$ cat config.mk
export PLATFORM = sky130hd
export DESIGN_NAME = spss_top
export DESIGN_NICKNAME = d
export VERILOG_FILES = /design/src/spss_pkg.sv /design/src/spss_top.sv
export SDC_FILE = /design/constraint.sdc
export NUM_CORES = 1
export LEC_CHECK = 0
export ABC_AREA = 1
export BUFFER_PORTS_ARGS = -buffer_cell sky130_fd_sc_hd__buf_2
export CORE_ASPECT_RATIO = 1.25
export CORE_MARGIN = 1
export CORE_UTILIZATION = 45
export DETAILED_ROUTE_END_ITERATION = 8
export PLACE_DENSITY = 0.81
export SYNTH_ARGS = -nofsm -noshare
export SYNTH_HDL_FRONTEND = slang
export SYNTH_SLANG_ARGS = --single-unit
$ cat constraint.sdc
create_clock -name MCLK_I -period 1.9 [get_ports MCLK_I]
set_clock_uncertainty 0.15 [all_clocks]
set_input_delay 0.38 -clock MCLK_I [delete_from_list [all_inputs] [get_ports MCLK_I]]
set_output_delay 0.38 -clock MCLK_I [all_outputs]
set_load 0.1 [all_outputs]
$ cat src/spss_pkg.sv
// What this block does
// RULE1 - One rate strap sets rate for all ports.
// RULE2 - Codes 00/01/10 give 1.25/2.5/3.125; 11 illegal.
// RULE3 - Ports run at strapped rate after reset.
// RULE4 - Apply rate after hard reset and self-reset.
// RULE5 - Board holds straps steady ten clocks.
// RULE6 - Ignore strap later; software may override rate.
// RULE7 - Rate field initial value equals strap.
// RULE8 - Receive strap reverses lanes on ports 0,6.
// RULE9 - Transmit strap reverses lanes on ports 0,6.
// RULE10 - Lane order fixed after reset completes.
// RULE11 - Reversed port works only as four-lane.
// RULE12 - Reversed port split cannot link single-lane.
// RULE13 - Rate pins drive only in test mode.
// RULE14 - Register bus runs on 100 MHz clock.
// RULE15 - Hard reset asynchronous, active low, keys sampling.
// RULE16 - Capture straps at tenth cycle after release.
`default_nettype none
package spss_pkg;
    // ************************************************************
    // Constants
    // ************************************************************
    localparam int          CLK_MHZ        = 100;
    localparam int          STRAP_HOLD_CYC = 10;
    localparam logic [3:0]  CAP_CNT_LAST   = 4'(STRAP_HOLD_CYC - 1);
    localparam int          NUM_PORTS      = 8;
    localparam logic [3:0]  REG_CTRL       = 4'h0;
    localparam logic [3:0]  REG_STAT       = 4'h1;
    localparam logic [3:0]  REG_RATE_BASE  = 4'h8;
    localparam int          RATE_LSB       = 0;
    localparam int          STAT_DONE_BIT  = 0;
    localparam int          STAT_RXR_BIT   = 1;
    localparam int          STAT_TXR_BIT   = 2;
    localparam int          STAT_SRAW_LSB  = 4;
    localparam int          CTRL_SELF_BIT  = 0;
    localparam int          CTRL_TEST_BIT  = 1;
    localparam int          CTRL_TOUT_LSB  = 4;
    localparam logic [1:0]  RATE_RESET     = 2'h2;
    localparam logic [31:0] DATA_ZERO      = 32'h0000_0000;

    typedef enum logic [1:0] {
        SPSS_RATE_1G25 = 2'h0,
        SPSS_RATE_2G5  = 2'h1,
        SPSS_RATE_3G125 = 2'h2,
        SPSS_RATE_ILL  = 2'h3
    } spss_rate_t;

    typedef struct packed {
        logic [1:0] rate;
        logic       rx_rev;
        logic       tx_rev;
    } spss_strap_t;
endpackage : spss_pkg
`default_nettype wire

$ cat src/spss_top.sv
// Added by the designer: the register addresses and the strobed register port.
`default_nettype none
module spss_top
    import spss_pkg::*;
#(
    parameter int NPORT = NUM_PORTS
) (
    // Clock and reset
    input  wire logic        MCLK_I,
    input  wire logic        RST_N_I,
    // Straps
    input  wire logic [1:0]  PORT_RATE_STRAP_I,
    output logic      [1:0]  PORT_RATE_STRAP_O,
    output logic      [1:0]  PORT_RATE_STRAP_OE_O,
    input  wire logic        RX_LANE_REVERSE_STRAP_I,
    input  wire logic        TX_LANE_REVERSE_STRAP_I,
    // Self-reset completion pulse
    input  wire logic        SELF_RST_DONE_I,
    // Register port
    input  wire logic [3:0]  ADDR_I,
    input  wire logic [31:0] WDATA_I,
    input  wire logic        WR_I,
    input  wire logic        RD_I,
    output logic      [31:0] RDATA_O,
    // Configuration outputs
    output logic [2*NPORT-1:0] PORT_RATE_O,
    output logic             RATE_ILLEGAL_O,
    output logic             RX_LANE_REVERSE_O,
    output logic             TX_LANE_REVERSE_O,
    output logic             PORT0_X4_ONLY_O,
    output logic             PORT6_X4_ONLY_O,
    output logic             CFG_VALID_O
);
    // ************************************************************
    // Reset release and strap synchronisers
    // ************************************************************
    logic [1:0]  rst_sync_q;
    logic        rst_n;
    spss_strap_t s1_q, s2_q;
    logic        self1_q, self2_q, self3_q;

    always_ff @(posedge MCLK_I or negedge RST_N_I) begin // RULE15
        if (!RST_N_I) begin
            rst_sync_q <= 2'h0;
        end else begin
            rst_sync_q <= {rst_sync_q[0], 1'b1};
        end
    end
    assign rst_n = rst_sync_q[1];

    // Straps are pins, so two flops before any logic sees them.
    always_ff @(posedge MCLK_I or negedge rst_n) begin // RULE14
        if (!rst_n) begin
            s1_q    <= '0;
            s2_q    <= '0;
            self1_q <= 1'b0;
            self2_q <= 1'b0;
            self3_q <= 1'b0;
        end else begin
            s1_q    <= '{rate: PORT_RATE_STRAP_I,
                         rx_rev: RX_LANE_REVERSE_STRAP_I,
                         tx_rev: TX_LANE_REVERSE_STRAP_I};
            s2_q    <= s1_q;
            self1_q <= SELF_RST_DONE_I;
            self2_q <= self1_q;
            self3_q <= self2_q;
        end
    end

    // ************************************************************
    // Capture sequencer
    // ************************************************************
    typedef enum logic [2:0] {
        ST_WAIT = 3'b001,
        ST_LOAD = 3'b010,
        ST_RUN  = 3'b100
    } spss_state_t;

    spss_state_t     st_q, st_d;
    logic [3:0]      cnt_q, cnt_d;
    spss_strap_t     cap_q, cap_d;
    logic [1:0]      rate_q [NPORT];
    logic [1:0]      rate_d [NPORT];
    logic            self_en_q, self_en_d;
    logic            test_q, test_d;
    logic [1:0]      tout_q, tout_d;
    logic [31:0]     rdata_q, rdata_d;
    logic            self_done;

    assign self_done = self2_q & ~self3_q;

    always_comb begin
        st_d      = st_q;
        cnt_d     = cnt_q;
        cap_d     = cap_q;
        rate_d    = rate_q;
        self_en_d = self_en_q;
        test_d    = test_q;
        tout_d    = tout_q;
        unique case (st_q)
            ST_WAIT: begin
                cnt_d = cnt_q + 4'h1;
                if (cnt_q == CAP_CNT_LAST) begin // RULE16 RULE5
                    cap_d = s2_q; // RULE10
                    st_d  = ST_LOAD;
                end
            end
            ST_LOAD: begin
                for (int i = 0; i < NPORT; i++) begin
                    rate_d[i] = cap_q.rate; // RULE7 RULE1 RULE3
                end
                st_d = ST_RUN;
            end
            ST_RUN: begin
                // Strap pins are no longer looked at here.
                if (self_done && self_en_q) begin // RULE4
                    st_d = ST_LOAD;
                end
            end
        endcase
        if (WR_I) begin
            if (ADDR_I == REG_CTRL) begin
                self_en_d = WDATA_I[CTRL_SELF_BIT];
                test_d    = WDATA_I[CTRL_TEST_BIT];
                tout_d    = WDATA_I[CTRL_TOUT_LSB +: 2];
            end else if (ADDR_I >= REG_RATE_BASE && st_q == ST_RUN) begin
                rate_d[3'(ADDR_I - REG_RATE_BASE)] =
                    WDATA_I[RATE_LSB +: 2]; // RULE6
            end
        end
    end

    // Reads are answered one cycle later; unmapped addresses read zero.
    always_comb begin
        rdata_d = DATA_ZERO;
        if (RD_I) begin
            if (ADDR_I == REG_CTRL) begin
                rdata_d[CTRL_SELF_BIT]     = self_en_q;
                rdata_d[CTRL_TEST_BIT]     = test_q;
                rdata_d[CTRL_TOUT_LSB +: 2] = tout_q;
            end else if (ADDR_I == REG_STAT) begin
                rdata_d[STAT_DONE_BIT]     = (st_q == ST_RUN);
                rdata_d[STAT_RXR_BIT]      = cap_q.rx_rev;
                rdata_d[STAT_TXR_BIT]      = cap_q.tx_rev;
                rdata_d[STAT_SRAW_LSB +: 2] = cap_q.rate;
            end else if (ADDR_I >= REG_RATE_BASE) begin
                rdata_d[RATE_LSB +: 2] = rate_q[3'(ADDR_I - REG_RATE_BASE)];
            end
        end
    end

    always_ff @(posedge MCLK_I or negedge rst_n) begin
        if (!rst_n) begin
            st_q      <= ST_WAIT;
            cnt_q     <= 4'h0;
            cap_q     <= '0;
            rate_q    <= '{default: RATE_RESET};
            self_en_q <= 1'b0;
            test_q    <= 1'b0;
            tout_q    <= 2'h0;
            rdata_q   <= DATA_ZERO;
        end else begin
            st_q      <= st_d;
            cnt_q     <= cnt_d;
            cap_q     <= cap_d;
            rate_q    <= rate_d;
            self_en_q <= self_en_d;
            test_q    <= test_d;
            tout_q    <= tout_d;
            rdata_q   <= rdata_d;
        end
    end

    // ************************************************************
    // Outputs
    // ************************************************************
    always_comb begin
        for (int i = 0; i < NPORT; i++) begin
            PORT_RATE_O[2*i +: 2] = rate_q[i]; // RULE2
        end
    end
    assign RDATA_O              = rdata_q;
    assign RATE_ILLEGAL_O       = (cap_q.rate == SPSS_RATE_ILL); // RULE2
    assign RX_LANE_REVERSE_O    = cap_q.rx_rev; // RULE8
    assign TX_LANE_REVERSE_O    = cap_q.tx_rev; // RULE9
    // A reversed port cannot be split into single-lane ports.
    assign PORT0_X4_ONLY_O      = cap_q.rx_rev | cap_q.tx_rev; // RULE11 RULE12
    assign PORT6_X4_ONLY_O      = cap_q.rx_rev | cap_q.tx_rev; // RULE11
    assign CFG_VALID_O          = (st_q == ST_RUN);
    assign PORT_RATE_STRAP_O    = tout_q;
    assign PORT_RATE_STRAP_OE_O = {2{test_q}}; // RULE13

    // ************************************************************
    // Checks
    // ************************************************************
    capture_time_a: assert property (@(posedge MCLK_I) disable iff (!rst_n)
        $rose(rst_n) |-> st_q == ST_WAIT [*8]) // RULE16
        else $error("Capture happened too early.");
    load_rate_a: assert property (@(posedge MCLK_I) disable iff (!rst_n)
        st_q == ST_LOAD |=> rate_q[0] == cap_q.rate) // RULE7
        else $error("Rate field not loaded from strap.");
    strap_ignored_a: assert property (@(posedge MCLK_I) disable iff (!rst_n)
        st_q == ST_RUN && $past(st_q) == ST_RUN |-> $stable(cap_q)) // RULE10
        else $error("Strap value changed after reset.");
    self_reload_a: assert property (@(posedge MCLK_I) disable iff (!rst_n)
        st_q == ST_RUN && self_done && self_en_q |=> st_q == ST_LOAD) // RULE4
        else $error("Self-reset did not reload rate.");
    test_drive_a: assert property (@(posedge MCLK_I) disable iff (!rst_n)
        !test_q |-> PORT_RATE_STRAP_OE_O == 2'h0) // RULE13
        else $error("Rate pins driven outside test mode.");
    rate_write_a: assert property (@(posedge MCLK_I) disable iff (!rst_n)
        WR_I && ADDR_I == REG_RATE_BASE && st_q == ST_RUN |=>
        rate_q[0] == $past(WDATA_I[1:0])) // RULE6
        else $error("Rate override lost.");
    x4_only_a: assert property (@(posedge MCLK_I) disable iff (!rst_n)
        RX_LANE_REVERSE_O |-> PORT0_X4_ONLY_O && PORT6_X4_ONLY_O) // RULE11
        else $error("Reversed port not four-lane only.");
    all_ports_a: assert property (@(posedge MCLK_I) disable iff (!rst_n)
        st_q == ST_LOAD |=> rate_q[NPORT-1] == rate_q[0]) // RULE1
        else $error("Ports got different default rates.");

    // ************************************************************
    // Output and internal state checks
    // ************************************************************
    // Before count_range_a these watch the ports, so a wrong wire-up shows up here too.
    rate_illegal_a: assert property ( // RULE2
        @(posedge MCLK_I) disable iff (!rst_n)
        st_q == ST_LOAD |=> RATE_ILLEGAL_O == (rate_q[0] == SPSS_RATE_ILL))
        else $error("Illegal rate flag wrong.");

    rx_capture_a: assert property ( // RULE8
        @(posedge MCLK_I) disable iff (!rst_n)
        st_q == ST_LOAD && $past(st_q) == ST_WAIT |->
        RX_LANE_REVERSE_O == $past(s2_q.rx_rev))
        else $error("Receive lane order not captured.");

    tx_capture_a: assert property ( // RULE9
        @(posedge MCLK_I) disable iff (!rst_n)
        st_q == ST_LOAD && $past(st_q) == ST_WAIT |->
        TX_LANE_REVERSE_O == $past(s2_q.tx_rev))
        else $error("Transmit lane order not captured.");

    lane_fixed_a: assert property ( // RULE10
        @(posedge MCLK_I) disable iff (!rst_n)
        st_q == ST_RUN |=>
        $stable({RX_LANE_REVERSE_O, TX_LANE_REVERSE_O}))
        else $error("Lane order moved after reset.");

    tx_x4_only_a: assert property ( // RULE12
        @(posedge MCLK_I) disable iff (!rst_n)
        TX_LANE_REVERSE_O |-> PORT0_X4_ONLY_O && PORT6_X4_ONLY_O)
        else $error("Transmit reversed port not four-lane only.");

    test_enable_a: assert property ( // RULE13
        @(posedge MCLK_I) disable iff (!rst_n)
        test_q |-> PORT_RATE_STRAP_OE_O == 2'h3)
        else $error("Rate pins not driven in test mode.");

    early_write_a: assert property ( // RULE6
        @(posedge MCLK_I) disable iff (!rst_n)
        WR_I && ADDR_I >= REG_RATE_BASE && st_q == ST_WAIT |=>
        $stable(PORT_RATE_O))
        else $error("Rate write taken before capture.");

    read_stands_a: assert property ( // RULE14
        @(posedge MCLK_I) disable iff (!rst_n)
        !RD_I |=> RDATA_O == DATA_ZERO)
        else $error("Read data stood too long.");

    status_done_a: assert property ( // RULE3
        @(posedge MCLK_I) disable iff (!rst_n)
        RD_I && ADDR_I == REG_STAT |=>
        RDATA_O[STAT_DONE_BIT] == $past(CFG_VALID_O))
        else $error("Status done bit wrong.");

    valid_rise_a: assert property ( // RULE3
        @(posedge MCLK_I) disable iff (!rst_n)
        $rose(CFG_VALID_O) |-> $past(st_q) == ST_LOAD)
        else $error("Configuration valid without load.");

    count_range_a: assert property ( // RULE16
        @(posedge MCLK_I) disable iff (!rst_n)
        st_q == ST_WAIT |-> cnt_q <= CAP_CNT_LAST)
        else $error("Capture counter ran past its end.");

    capture_once_a: assert property ( // RULE10
        @(posedge MCLK_I) disable iff (!rst_n)
        st_q != ST_WAIT |=> st_q != ST_WAIT)
        else $error("Straps sampled a second time.");

    reload_rate_a: assert property ( // RULE4
        @(posedge MCLK_I) disable iff (!rst_n)
        st_q == ST_LOAD |=> PORT_RATE_O == {NPORT{cap_q.rate}})
        else $error("Ports not loaded with strapped rate.");

    run_hold_a: assert property ( // RULE6
        @(posedge MCLK_I) disable iff (!rst_n)
        st_q == ST_RUN && !(self_done && self_en_q) |=> st_q == ST_RUN)
        else $error("Left run without a self-reset.");

    state_code_a: assert property (
        @(posedge MCLK_I) disable iff (!rst_n)
        $onehot(st_q))
        else $error("Sequencer state not one-hot.");

    strap_sync_a: assert property ( // RULE15
        @(posedge MCLK_I) disable iff (!rst_n)
        s2_q == $past(s1_q))
        else $error("Strap synchroniser skipped a stage.");

    ctrl_read_a: assert property ( // RULE13
        @(posedge MCLK_I) disable iff (!rst_n)
        RD_I && ADDR_I == REG_CTRL |=>
        RDATA_O[CTRL_TEST_BIT] == $past(test_q))
        else $error("Control read back wrong.");
endmodule : spss_top
`default_nettype wire

==> flow_summary.yaml <==
status:
  outcome: "complete, no violations"
cells_and_area:
  n_antenna_cell: 0
  postLayoutCoreUtil_pct: 54.4
  area_delta_synth_final_pct: 13.8
  stdcell_area_um2: 2830
  fillers: 509
  seq_area_um2: 1250
  multi_input_area_um2: 936
  final_cell_mix: "65 x nand2_1, 44 x buf_2, 38 x inv_1, 37 x dfrtp_1, 28 x conb_1"
  layout_commonest_cell: "nand2_1"
  nets: 391
  drive_above_1_share_pct: 24.9
synth:
  ys_seq_elements: 49
  netlist_instances: 293
  avgSynthCellArea_um2: 8.47
  synth_edf_count: 0
  synth_area_um2: 2480
  yosys.area_share.adder_pct: 1.01
  synth-xor-area-share_pct: 1.06
  synth_top_flop_cell: "dfrtp_1"
  muxShareOfSynthArea_pct: 0
  synthSimpleGateAreaFrac_pct: 23.2
  synth_top_family_by_area: "simple AND/OR/NAND/NOR gates"
  async_flop_share_pct: 100
  synth_compound_area_share_pct: 8.01
  yosysSeqAreaShare_pct: 49.8
  synth.distinct_cells: 28
  yosysWarnings: 0
placed_design:
  place_ws_ns: 0.255
  portBuffers: 47
  dp.final_hpwl_um: 3540
  gp_congestion: 0.884
  place_area_um2: 2680
critical_path:
  crit_chain: "nor2_1 -> nand2_2 -> inv_1 -> buf_8"
  critPathMaxFanout: 5
  crit_start: "st_q[0]$_DFFE_PN1P_"
  critical_path_required_ns: 1.37
  crit_buf_inv: 2
  endpoint_kind: "output port"
  path_delay_family: "flip-flops"
  worst_setup_path_start_kind: "register"
  cpMaxStageDelayCell: "dfstp_2"
  worstPathArrival_ns: 1.33
  cp_slowest_stage_delay_ns: 0.60
  reg2reg_from: "st_q[2]$_DFFE_PN0P_"
  path_class: "reg -> out"
power_and_ir_drop:
  p_switching_mw: 1.39
  clockPowerShare_pct: 22.1
  p_per_area_nw_per_um2: 1070
  peakVddDrop_mv: 0.499
  p_seq_share_pct: 39.8
  p_leak_nw: 1.59
  p_int_mw: 1.63
  swShare_pct: 46.1
  combPwrFrac_pct: 38.1
clocking:
  clk_latency_ns: 0.31
  clk_pin_slew_ns: 0.10
  tritoncts: "yes"
  clock_sinks: 49
  post-cts-setup-buffers: 0
  numCtsBuffers: 5
  cts-root-buf: "clkbuf_8"
  clk_path_buf_depth: 2
  htreeDepth: 2
hold_path:
  hold_class: "in -> reg"
  min_from: "TX_LANE_REVERSE_STRAP_I"
routing:
  post_drt_wl_per_cell_um: 11.7
  dr.pass1.iters: 4
  vias: 1916
  vias_per_cell: 4.71
  detail-route-antenna-nets: 0
  drt_iter0_drc: 168
  drc: 0
  wl_um: 4750
grt:
  grt_pass1_vias: 1723
  grt_max_degree: 27
  grtUsageMet3_pct: 4.97
  grt.overflow.total: 0
  grt_use_total_pct: 18.1
  busiest_layer: "met2"
  use_met2_pct: 27.0
  gr-usage-met1_pct: 24.6
  grt_pass1_wl_um: 7770
  antenna_found_initial: 0
timing:
  rsz0062_at_grt: "true"
  drv_slew: 0
  whs_ns: 0.0225
  fin_crit_sh_pct: 97.8
  tns_ns: 0
  layout_setup_ws_ns: 0.0415
  finalSetupViolCount: 0
  period_minus_slack_ns: 1.86
  max_freq_ghz: 0.538
  finalHoldViolCount: 0
floorplan:
  initial_core_util_pct: 47.8
  rows: 29
  dieArea_um2: 5820
  core_um2: 5190
  die_y_um: 85.0
  die_w_um: 68.4
  io-pin-count: 103
flow_run:
  cap_violations: 0
[cell families after synthesis]
group,count (synthesis)
fa+ha+maj,2
other cells,2
flops,49
simple gates,122
compound gates,39
xor+xnor,3
buf+inv,76
[path summary, 6_finish.rpt]
path | slack [ns] | end | cells past startpoint
max in group asynchronous | 0.95 | PORT_RATE_O[13]$_DFF_PN1_ | 1
hold reg to reg | 0.07 | s2_q[1]$_DFF_PN0_ | 0
setup / recovery | 0.04 | CFG_VALID_O | 4
min in group asynchronous | 0.07 | s2_q[1]$_DFF_PN0_ | 0
hold / removal | 0.02 | s1_q[0]$_DFF_PN0_ | 1
setup reg to reg | 0.26 | PORT_RATE_O[12]$_DFF_PN0_ | 5
[through the flow]
stage               instances  total power [mW]
detailed placement        396              2.35
global placement          396              2.33
global route              407              3.18
floorplan                 319              2.25
finish                    407              3.03
CTS                       405              3.03
[state kept, by name, indices dropped and copies added (netlist names), 2 cells and up]
register / flops
PORT_RATE_O: 16
PORT_RATE_STRAP_O: 2
RDATA_O: 5
cap_q: 2
cnt_q: 4
rst_sync_q: 2
s1_q: 4
s2_q: 4
st_q: 3
[repair_timing]
action | in CTS | in global routing
hold endpoints to repair | 2 | 2
hold buffers | 1 | 2
endpoints found under the setup margin | 1 | 3
gates resized for setup | 2 | 6
[area by class of cell]
cell class / instances / area share (%)
multi-input cells: 194 / 33.1
flip-flops and latches: 49 / 44.1
well taps: 62 / 2.75
clock inverters: 2 / 0.620
clock buffers: 6 / 2.92
inverters: 42 / 5.58
repair buffers: 52 / 10.9
[power groups by stage]
stage	sequential [mW]	combinational, mW	clock (mW)
2_1_floorplan	1.52	0.727	0
3_3_place_gp	1.22	1.11	0
3_5_place_dp	1.23	1.12	0
4_1_cts	1.20	1.14	0.681
5_1_grt	1.22	1.22	0.739
6_report	1.20	1.15	0.669
[Yosys cell counts (3+ instances only)]
cell	number	area (µm²)
o21ai_1	4	20.0
inv_2	3	11.3
a21oi_1	15	75.1
buf_4	31	233
nor2_1	19	71.3
dfstp_2	9	236
dfrtp_1	40	1000
inv_1	38	143
o21ai_0	19	95.1
nand2_1	66	248
nor2_4	4	45.0
nand3_1	21	105
[metal layers]
metal | vias to the layer above | part of all wire, %
met3 | 6 | 7.0
met2 | 75 | 48
met4 | 0 | 1.5
met5 | - | 0
met1 | 884 | 44
li1 | 951 | -
Power figures use the tool's default switching activity.
